[src/pkg/pabm_pkg.sv]
// constants, override types and pin resolution for the port a/b mux
package pabm_pkg;

  // ****************************************************************
  // widths and bit positions
  // ****************************************************************
  localparam int PA_W        = 8;
  localparam int PB_LSB      = 2;
  localparam int PB_MSB      = 7;
  localparam int PB_W        = 6;
  localparam int PB_TMR2_BIT  = 7;
  localparam int PB_TMR1B_BIT = 6;
  localparam int PB_TMR1A_BIT = 5;
  localparam int PB_TMR0_BIT  = 4;
  localparam int PB_MISO_BIT = 3;
  localparam int PB_MOSI_BIT = 2;

  // ****************************************************************
  // reset values
  // ****************************************************************
  localparam logic RST_OE_N = 1'b1;  // driver off
  localparam logic RST_LVL  = 1'b0;

  // ****************************************************************
  // override bundle and resolved pad controls
  // ****************************************************************
  typedef struct packed {
    logic pullup_ovr_en;
    logic pullup_ovr_val;
    logic dir_ovr_en;
    logic dir_ovr_val;
    logic value_ovr_en;
    logic value_ovr_val;
  } pabm_ovr_t;

  typedef struct packed {
    logic oe;
    logic val;
    logic pu;
  } pabm_pin_t;

  localparam pabm_ovr_t OVR_NONE = '0;

  // merges register bits with alternate function overrides
  function automatic pabm_pin_t pabm_resolve(input logic      dd,
                                             input logic      port,
                                             input logic      global_pullup_disable,
                                             input pabm_ovr_t ovr);
    pabm_pin_t p;
    p.oe  = ovr.dir_ovr_en ? ovr.dir_ovr_val : dd;
    p.val = ovr.value_ovr_en ? ovr.value_ovr_val : port;
    p.pu  = ovr.pullup_ovr_en ? ovr.pullup_ovr_val : (~dd & port & ~global_pullup_disable);
    return p;
  endfunction : pabm_resolve

endpackage : pabm_pkg

[src/pabm_sync.sv]
// three stage pad input synchroniser with agreement filter
`timescale 1ns/1ps
module pabm_sync
  import pabm_pkg::*;
#(
  parameter int W = PA_W
) (
  input  wire logic         ref_clk_i,
  input  wire logic         nrst_i,
  input  wire logic [W-1:0] pad_i,
  output logic      [W-1:0] sync_o
);

  logic [W-1:0] s1_r;
  logic [W-1:0] s2_r;
  logic [W-1:0] s3_r;
  logic [W-1:0] out_r;

  // synchroniser chain, first stage feeds only the second
  always_ff @(posedge ref_clk_i or negedge nrst_i) begin
    if (!nrst_i) begin
      s1_r <= '0;
      s2_r <= '0;
      s3_r <= '0;
    end else begin
      s1_r <= pad_i;
      s2_r <= s1_r;
      s3_r <= s2_r;
    end
  end

  // take a bit only once stages two and three agree
  always_ff @(posedge ref_clk_i or negedge nrst_i) begin
    if (!nrst_i) begin
      out_r <= '0;
    end else begin
      for (int i = 0; i < W; i++) begin
        if (s2_r[i] == s3_r[i]) begin
          out_r[i] <= s3_r[i];
        end
      end
    end
  end

  assign sync_o = out_r;

endmodule : pabm_sync

[src/pabm_mux.sv]
// port a/b alternate function override mux with registered pad controls
//
// Functional notes
// - port a pin n carries address low bit n and data bit n.
// - port a pull-up, direction, value override enables equal memory enable.
// - port a drives during write or address phase; input feeds data in.
// - port a pull-up only when idle, gated by latch and pull-up disable.
// - bit 7 may carry timer1 compare c; needs direction output.
// - bit 6 carries timer1 compare b when direction is output.
// - bit 5 carries timer1 compare a when direction is output.
// - bit 4 carries timer0 compare when direction is output.
// - compare pins on bits 7..4 also carry pwm waveforms.
// - spi master forces bit 3 to input.
// - spi slave lets bit 3 direction follow its direction bit.
// - spi slave forces bit 2 to input.
// - spi master lets bit 2 direction follow its direction bit.
// - forced spi inputs keep pull-up controlled by the output latch.
// - legacy mode never offers timer1 compare c on bit 7.
// - direction override enable makes override value switch the driver.
// - value override enable makes override value the pin level.
`timescale 1ns/1ps
module pabm_mux
  import pabm_pkg::*;
(
  input  wire logic                ref_clk_i,
  input  wire logic                nrst_i,
  input  wire logic                global_pullup_disable_i,
  input  wire logic                sleep_clamp_i,
  input  wire logic                legacy_compat_i,
  input  wire logic                ext_mem_enable_i,
  input  wire logic                address_phase_active_i,
  input  wire logic                ext_wr_strobe_i,
  input  wire logic [PA_W-1:0]     addr_data_bit_i,
  input  wire logic [PA_W-1:0]     ext_data_out_i,
  input  wire logic [PA_W-1:0]     porta_out_latch_bit_i,
  input  wire logic [PA_W-1:0]     porta_dir_i,
  input  wire logic [PA_W-1:0]     porta_pad_in_i,
  input  wire logic [PB_MSB:PB_LSB] portb_dir_i,
  input  wire logic [PB_MSB:PB_LSB] portb_out_latch_i,
  input  wire logic [PB_MSB:PB_LSB] portb_pad_in_i,
  input  wire logic                timer2_compare_out_i,
  input  wire logic                timer2_compare_en_i,
  input  wire logic                timer1_compare_c_out_i,
  input  wire logic                timer1_compare_c_en_i,
  input  wire logic                timer1_compare_b_out_i,
  input  wire logic                timer1_compare_b_en_i,
  input  wire logic                timer1_compare_a_out_i,
  input  wire logic                timer1_compare_a_en_i,
  input  wire logic                timer0_compare_out_i,
  input  wire logic                timer0_compare_en_i,
  input  wire logic                spi_enable_i,
  input  wire logic                spi_master_i,
  input  wire logic                spi_master_out_i,
  input  wire logic                spi_slave_out_i,
  output logic      [PA_W-1:0]     porta_pad_out_o,
  output logic      [PA_W-1:0]     porta_pad_oe_n_o,
  output logic      [PA_W-1:0]     porta_pullup_en_o,
  output logic                     porta_in_en_o,
  output logic      [PA_W-1:0]     porta_pin_o,
  output logic      [PA_W-1:0]     ext_data_in_o,
  output logic      [PB_MSB:PB_LSB] portb_pad_out_o,
  output logic      [PB_MSB:PB_LSB] portb_pad_oe_n_o,
  output logic      [PB_MSB:PB_LSB] portb_pullup_en_o,
  output logic                     portb_in_en_o,
  output logic      [PB_MSB:PB_LSB] portb_pin_o,
  output logic                     spi_master_in_o,
  output logic                     spi_slave_in_o
);

  // ****************************************************************
  // override generation
  // ****************************************************************
  pabm_ovr_t        pa_ovr  [PA_W];
  pabm_ovr_t        pb_ovr  [PB_MSB:PB_LSB];
  pabm_pin_t        pa_pin  [PA_W];
  pabm_pin_t        pb_pin  [PB_MSB:PB_LSB];
  logic             bus_busy;
  logic             spi_mst;
  logic             spi_slv;
  logic             tmr1c_ok;
  logic [PA_W-1:0]  pa_sync;
  logic [PB_W-1:0]  pb_sync;
  logic [PA_W-1:0]  pa_out_r;
  logic [PA_W-1:0]  pa_oe_n_r;
  logic [PA_W-1:0]  pa_pu_r;
  logic [PB_MSB:PB_LSB] pb_out_r;
  logic [PB_MSB:PB_LSB] pb_oe_n_r;
  logic [PB_MSB:PB_LSB] pb_pu_r;
  logic             in_en_r;

  assign bus_busy = ext_wr_strobe_i | address_phase_active_i;
  assign spi_mst  = spi_enable_i & spi_master_i;
  assign spi_slv  = spi_enable_i & ~spi_master_i;
  assign tmr1c_ok = timer1_compare_c_en_i & ~legacy_compat_i;

  // port a overrides, all enables follow memory enable
  generate
    for (genvar n = 0; n < PA_W; n++) begin : g_pa
      always_comb begin
        pa_ovr[n].pullup_ovr_en = ext_mem_enable_i;
        pa_ovr[n].dir_ovr_en    = ext_mem_enable_i;
        pa_ovr[n].value_ovr_en  = ext_mem_enable_i;
        pa_ovr[n].dir_ovr_val   = bus_busy;
        pa_ovr[n].pullup_ovr_val = ~bus_busy & porta_out_latch_bit_i[n]
                                   & ~global_pullup_disable_i;
        pa_ovr[n].value_ovr_val =
          (addr_data_bit_i[n] & address_phase_active_i)
          | (ext_data_out_i[n] & ext_wr_strobe_i);
      end
      assign pa_pin[n] = pabm_resolve(porta_dir_i[n],
                                      porta_out_latch_bit_i[n],
                                      global_pullup_disable_i,
                                      pa_ovr[n]);
    end
  endgenerate

  // port b overrides, timers drive value only, spi steers direction
  always_comb begin
    for (int i = PB_LSB; i <= PB_MSB; i++) begin
      pb_ovr[i] = OVR_NONE;
    end
    // both compare sources on bit 7: latch low ands them, high ors them
    pb_ovr[PB_TMR2_BIT].value_ovr_en = timer2_compare_en_i
                                       | tmr1c_ok;
    if (timer2_compare_en_i && tmr1c_ok) begin
      pb_ovr[PB_TMR2_BIT].value_ovr_val = portb_out_latch_i[PB_TMR2_BIT]
        ? (timer2_compare_out_i | timer1_compare_c_out_i)
        : (timer2_compare_out_i & timer1_compare_c_out_i);
    end else begin
      pb_ovr[PB_TMR2_BIT].value_ovr_val = timer2_compare_en_i
        ? timer2_compare_out_i : timer1_compare_c_out_i;
    end
    pb_ovr[PB_TMR1B_BIT].value_ovr_en  = timer1_compare_b_en_i;
    pb_ovr[PB_TMR1B_BIT].value_ovr_val = timer1_compare_b_out_i;
    pb_ovr[PB_TMR1A_BIT].value_ovr_en  = timer1_compare_a_en_i;
    pb_ovr[PB_TMR1A_BIT].value_ovr_val = timer1_compare_a_out_i;
    pb_ovr[PB_TMR0_BIT].value_ovr_en   = timer0_compare_en_i;
    pb_ovr[PB_TMR0_BIT].value_ovr_val  = timer0_compare_out_i;
    // data-in pin: master forces input, slave drives its output
    pb_ovr[PB_MISO_BIT].dir_ovr_en = spi_mst;
    pb_ovr[PB_MISO_BIT].pullup_ovr_en = spi_mst;
    pb_ovr[PB_MISO_BIT].pullup_ovr_val = portb_out_latch_i[PB_MISO_BIT]
                                 & ~global_pullup_disable_i;
    pb_ovr[PB_MISO_BIT].value_ovr_en = spi_slv;
    pb_ovr[PB_MISO_BIT].value_ovr_val = spi_slave_out_i;
    // data-out pin: slave forces input, master drives its output
    pb_ovr[PB_MOSI_BIT].dir_ovr_en = spi_slv;
    pb_ovr[PB_MOSI_BIT].pullup_ovr_en = spi_slv;
    pb_ovr[PB_MOSI_BIT].pullup_ovr_val = portb_out_latch_i[PB_MOSI_BIT]
                                 & ~global_pullup_disable_i;
    pb_ovr[PB_MOSI_BIT].value_ovr_en = spi_mst;
    pb_ovr[PB_MOSI_BIT].value_ovr_val = spi_master_out_i;
  end

  generate
    for (genvar m = PB_LSB; m <= PB_MSB; m++) begin : g_pb
      assign pb_pin[m] = pabm_resolve(portb_dir_i[m],
                                      portb_out_latch_i[m],
                                      global_pullup_disable_i,
                                      pb_ovr[m]);
    end
  endgenerate

  // ****************************************************************
  // pad control registers
  // ****************************************************************
  // port a pad drive, value and pull-up
  always_ff @(posedge ref_clk_i or negedge nrst_i) begin
    if (!nrst_i) begin
      pa_out_r  <= {PA_W{RST_LVL}};
      pa_oe_n_r <= {PA_W{RST_OE_N}};
      pa_pu_r   <= {PA_W{RST_LVL}};
    end else begin
      for (int i = 0; i < PA_W; i++) begin
        pa_out_r[i]  <= pa_pin[i].val;
        pa_oe_n_r[i] <= ~pa_pin[i].oe;
        pa_pu_r[i]   <= pa_pin[i].pu;
      end
    end
  end

  // port b pad drive, value and pull-up
  always_ff @(posedge ref_clk_i or negedge nrst_i) begin
    if (!nrst_i) begin
      pb_out_r  <= {PB_W{RST_LVL}};
      pb_oe_n_r <= {PB_W{RST_OE_N}};
      pb_pu_r   <= {PB_W{RST_LVL}};
    end else begin
      for (int i = PB_LSB; i <= PB_MSB; i++) begin
        pb_out_r[i]  <= pb_pin[i].val;
        pb_oe_n_r[i] <= ~pb_pin[i].oe;
        pb_pu_r[i]   <= pb_pin[i].pu;
      end
    end
  end

  // input enable follows sleep clamp, no pin overrides it here
  always_ff @(posedge ref_clk_i or negedge nrst_i) begin
    if (!nrst_i) begin
      in_en_r <= RST_LVL;
    end else begin
      in_en_r <= ~sleep_clamp_i;
    end
  end

  // ****************************************************************
  // pad input synchronisers
  // ****************************************************************
  pabm_sync #(.W(PA_W)) u_sync_pa (
    .ref_clk_i (ref_clk_i),
    .nrst_i    (nrst_i),
    .pad_i     (porta_pad_in_i),
    .sync_o    (pa_sync)
  );

  pabm_sync #(.W(PB_W)) u_sync_pb (
    .ref_clk_i (ref_clk_i),
    .nrst_i    (nrst_i),
    .pad_i     (portb_pad_in_i),
    .sync_o    (pb_sync)
  );

  // outputs, all taken from flip-flops
  assign porta_pad_out_o   = pa_out_r;
  assign porta_pad_oe_n_o  = pa_oe_n_r;
  assign porta_pullup_en_o = pa_pu_r;
  assign porta_in_en_o     = in_en_r;
  assign porta_pin_o       = pa_sync;
  assign ext_data_in_o     = pa_sync;
  assign portb_pad_out_o   = pb_out_r;
  assign portb_pad_oe_n_o  = pb_oe_n_r;
  assign portb_pullup_en_o = pb_pu_r;
  assign portb_in_en_o     = in_en_r;
  assign portb_pin_o       = pb_sync;
  assign spi_master_in_o   = pb_sync[PB_MISO_BIT-PB_LSB];
  assign spi_slave_in_o    = pb_sync[PB_MOSI_BIT-PB_LSB];
endmodule : pabm_mux

[config.mk]
export PLATFORM = sky130hd
export DESIGN_NAME = pabm_mux
export DESIGN_NICKNAME = d
export VERILOG_FILES = /design/src/pkg/pabm_pkg.sv /design/src/pabm_sync.sv /design/src/pabm_mux.sv
export SDC_FILE = /design/constraint.sdc
export NUM_CORES = 1
export LEC_CHECK = 0
export ABC_AREA = 1
export BUFFER_PORTS_ARGS = -buffer_cell sky130_fd_sc_hd__buf_2
export CAP_MARGIN = 10
export CORE_UTILIZATION = 40
export DETAILED_ROUTE_END_ITERATION = 10
export PLACE_DENSITY = 0.73
export SLEW_MARGIN = 0
export SYNTH_ARGS = -nofsm -noshare
export SYNTH_HDL_FRONTEND = slang
export SYNTH_SLANG_ARGS = --single-unit
[constraint.sdc]
create_clock -name ref_clk_i -period 0.8 [get_ports ref_clk_i]
set_input_delay 0.04 -clock ref_clk_i [delete_from_list [all_inputs] [get_ports ref_clk_i]]
set_output_delay 0.04 -clock ref_clk_i [all_outputs]
set_load 0.02 [all_outputs]
# Word-level counts from Yosys, hierarchy flattened
# Index checks and enable logic that the tools add are counted.
[totals]
ff_bits = 99
word_cells = 185
input_bits = 80
output_inout_bits = 68
[classes]
n_eq_ne = 14
mux = 37
n_bitwise = 106
reduce_logical = 1
[ops]
columns = ["operator", "count"]
rows = [
  ["1-bit AND", 66],
  ["1-bit two-way mux", 37],
  ["1-bit inverter", 29],
  ["1-bit == test", 14],
  ["1-bit OR", 11],
  ["1-bit logical AND", 1],
]

# Logic depth before layout (Yosys ltp)
[logic_depth]
ltp_word = 5
ltp_mapped = 6
ltp_nobuf = 6

# Modules after synthesis
# A second synthesis with hierarchy kept.
[hier_totals]
cells_unflattened = 280
area_unflattened_um2 = 3409.5
[modules_own_cells]
columns = ["module", "cells_per_inst", "area_per_inst_um2", "seq_area_each_um2", "instances"]
rows = [
  ["pabm_mux", 168, 1780.5, 1093.5, 1],
  ["pabm_sync (u_sync_pa)", 64, 930.9, 800.8, 1],
  ["pabm_sync (u_sync_pb)", 48, 698.2, 600.6, 1],
]

# Worst setup path before layout
# No wires, ideal clock.
[synth_path]
path_kind = "flip-flop to flip-flop"
from = "register u_sync_pa.sync_o[0] (netlist name)"
to = "register u_sync_pa.out_r[0] (netlist: u_sync_pa.sync_o[0])"
n_path_buf = 0
stages_incl_launch_ff = 2
required_ns = 0.669
arrival_time_ns = 0.802
synth_period_minus_slack_ns = 0.933
path_slack_ns = -0.133
setup_ns = 0.131
cell_sequence = "dfrtp_1 > maj3_1"
[synth_rtl]
columns = ["item", "line_no", "rtl"]
rows = [
  ["end signal: indexed assignment", "pabm_sync.sv:39", "out_r[i] <= s3_r[i];"],
  ["end: declaration", "pabm_sync.sv:17", "logic [W-1:0] out_r;"],
]

# Final worst setup path
[layout_path]
from = "register pb_oe_n_r, in the netlist portb_pad_oe_n_o[3]"
to = "output portb_pad_oe_n_o[3] in the netlist's numbering"
[layout_rtl]
columns = ["item", "line_no", "rtl"]
rows = [
  ["start: declaration", "pabm_mux.sv:87", "logic [PB_MSB:PB_LSB] pb_oe_n_r;"],
  ["start signal: assignment", "pabm_mux.sv:186", "pb_oe_n_r <= {PB_W{RST_OE_N}};"],
  ["start signal: indexed assignment", "pabm_mux.sv:191", "pb_oe_n_r[i] <= ~pb_pin[i].oe;"],
  ["end: declaration", "pabm_mux.sv:62", "output logic [PB_MSB:PB_LSB] portb_pad_oe_n_o,"],
]
# No word-level cell between the ends.

==> impl_metrics.toml <==
[timing]
worst_slew_pin_slew_ps = 407
rsz0062_at_grt = "yes"
finalMaxSlewViolations = 0
slew_headroom_pct = 72.9
hold_viol = 3
period_needed_ps = 1060
timing.fmax_mhz = 940
setup_viol = 82
skew_ps = 9.02
worst_slack_ps = -263
finalCritPeriodShare_pct = 133
hold_slack_ps = -13.0

[global_route]
grt_pass1_wl_um = 13700
grt_antenna_before_repair = 0
grt_pass1_vias = 2831
gr-total-overflow = 0
grtUsageTotal_pct = 21.5
grt_max_degree = 26

[place]
dpl.hpwl_um = 4940
gp_congestion = 0.882
pre_cts_ws_ps = -26.3
portBuffers = 147
dp.cells = 483
placed_area_um2 = 4240

[worst_setup_path]
worstSetupPathType = "flip-flop to output port"
startpoint_type = "flip-flop"
rrSetupSlack_ps = -170
cp_num_buf_inv = 1
cp-startpoint = "portb_pad_oe_n_o[3]$_DFF_PN1_"
critical_path.slowest_cell = "dfstp_2"
reg2reg_depth = 2
r2r-start = "u_sync_pa.sync_o[1]$_DFFE_PN0N_"
cp_max_fo = 1
arrival_ps = 1020
crit_required_ps = 760
r2r_end = "u_sync_pa.sync_o[1]$_DFFE_PN0N_"
end_kind = "output port"
cpPeakStageDelay_ps = 550
crit_cells = 1
cp-endpoint = "portb_pad_oe_n_o[3]"
path_cells = "buf_6"
path_delay_family = "flip-flops"

[routing]
firstDrtPassIters = 4
wl_per_cell_um = 15.3
wirelength_um = 8900
detail-route-antenna-nets = 0
vias_per_cell = 4.51
first_iter_violations = 64
drc = 0
vias = 2622

[pwr]
leakage_nw = 2.75
power_mw = 11.3
power.density_nw_per_um2 = 1960
seqPwrFrac_pct = 49.5
intPower_mw = 8.34
swShare_pct = 26.0
power_frac_comb_pct = 18.6
clkPwrFrac_pct = 32.0
switchingPower_mw = 2.93
peakVddDrop_mv = 1.10

[cts]
clock-sinks = 99
htreeDepth = 3
path_clk_slew_ps = 100
cts_tree = "yes"
cts_buffers = 9
cts_root_buffer = "clkbuf_8"
clock_latency_ps = 360
clk_path_buf_depth = 2

[yosys]
synthCells = 238
synth_area_um2 = 3360
syn_nets = 318
ys_warn_count = 0
yosysMostFrequentCell = "dfrtp_1"
synth_top_flop_cell = "dfrtp_1"
avgSynthCellArea_um2 = 14.1
netlist_top_cells_area = "dfrtp_1 (63%), dfstp_2 (11%), maj3_1 (4.2%), nand2_1 (2.7%), buf_4 (2.5%)"
synth_largest_area_cell = "dfrtp_1"
netlist_top_cells_count = "dfrtp_1 (85), nand2_1 (24), inv_1 (17), a21oi_1 (15)"
ys_types = 23
ys_ff_latch = 99
synth_edf_count = 0
ys_seq_area_share_pct = 74.3
async_flop_share_pct = 100
synth_top_cell_area_share_pct = 63.3

[floorplanning]
dieArea_um2 = 8770
dieWidth_um = 93.6
core_um2 = 8180
start_util_pct = 41.1
rows = 33
ios = 148
dieHeight_um = 93.6

[job]
drv_cap = 0

[status]
violations = "hold timing, setup timing"
outcome = "finished, violations left"

[layout]
utilization_pct = 70.3
drive_gt1_share_pct = 52.9
fillers = 514
final_cells = 581
area_growth_pct = 71.1
finalInstanceArea_um2 = 5750
diodes = 0
nets = 551

[worst_hold_path]
hold_class = "input port to flip-flop"
[cell families (layout without fill, tap and decap cells)]
| logic type | count (synthesis) | count (layout) | share of synthesized area, % |
|---|---|---|---|
| and+or+nand+nor | 62 | 62 | 9.27 |
| DFF | 99 | 99 | 74.3 |
| adders and majority gates | 14 | 14 | 4.17 |
| buffers and inverters | 34 | 272 | 6.29 |
| AOI/OAI and AO/OA | 29 | 29 | 6.00 |
[sequential cells by signal (all words and copies together), names as in the netlist]
register	cells
porta_in_en_o	1
porta_pad_oe_n_o	8
porta_pad_out_o	8
porta_pullup_en_o	8
portb_pad_oe_n_o	6
portb_pad_out_o	6
portb_pullup_en_o	6
u_sync_pa.s1_r	8
u_sync_pa.s2_r	8
u_sync_pa.s3_r	8
u_sync_pa.sync_o	8
u_sync_pb.s1_r	6
u_sync_pb.s2_r	6
u_sync_pb.s3_r	6
u_sync_pb.sync_o	6
[worst min path at each step]
stage / slack (ps) / startpoint / endpoint / depth (start not counted)
6_report: -10 / spi_master_i / portb_pad_oe_n_o[2]$_DFF_PN1_ / 4
3_3_place_gp: -60 / nrst_i / u_sync_pa.s3_r[4]$_DFF_PN0_ / 1
3_5_place_dp: -60 / nrst_i / u_sync_pa.s3_r[4]$_DFF_PN0_ / 1
5_1_grt: -4 / spi_master_i / portb_pad_oe_n_o[2]$_DFF_PN1_ / 4
4_1_cts: -10 / ext_mem_enable_i / porta_pad_oe_n_o[6]$_DFF_PN1_ / 3
2_1_floorplan: -260 / nrst_i / porta_in_en_o$_DFF_PN0_ / 0
[through the flow]
step	hold slack (ps)	setup TNS [ps]
floorplan	-256	-709
global placement	-64.2	0
finish	-13.0	-12880
CTS	-12.6	-14030
global route	-4.15	-15710
detailed placement	-58.4	-109
[power by group through the flow]
stage                     clock network (mW)  registers [mW]  logic [mW]
after floorplan                            0            5.85       0.485
after global placement                     0            5.57        1.34
after detailed placement                   0            5.58        1.37
after CTS                               3.70            5.56        2.06
after global routing                    3.93            5.60        2.24
final                                   3.60            5.57        2.09
[timing repair]
action	CTS	global route
setup endpoints to repair	82	86
gates resized for setup	145	5
endpoints found under the hold margin	142	1
hold buffers	74	1
pin swaps	3	5
buffers inserted	9	0
[cell type report]
| type | count | area [µm²] | share of cell area [%] |
|---|---|---|---|
| inverter | 18 | 70.1 | 1.22 |
| timing repair buffer | 238 | 2120 | 36.8 |
| clock buffer | 9 | 124 | 2.15 |
| sequential | 99 | 2510 | 43.7 |
| clock inverter | 7 | 113 | 1.96 |
| multi-input combinational | 105 | 681 | 11.8 |
| tap | 105 | 131 | 2.29 |
[layer usage]
layer	part of all wire (%)	GRT usage (%)	wire (µm)	vias to the layer above
li1	-	-	-	1207
met1	36	22.8	3190	1274
met2	55	39.5	4930	117
met3	5.9	5.77	522	24
met4	2.9	10.1	257	0
met5	0	0	0	-
[layout by cell type (no fill, tap or decap), drive strengths merged, types with 3 or more instances in the layout]
cell         instances
dfstp               14
buf                164
inv                 19
dlygate4sd3         74
nand2               33
nor2                21
dfrtp               85
maj3                14
a21oi               16
o21ai               13
clkbuf               9
clkinv               3
nor3                 5
(Power assumes the default switching activity.)
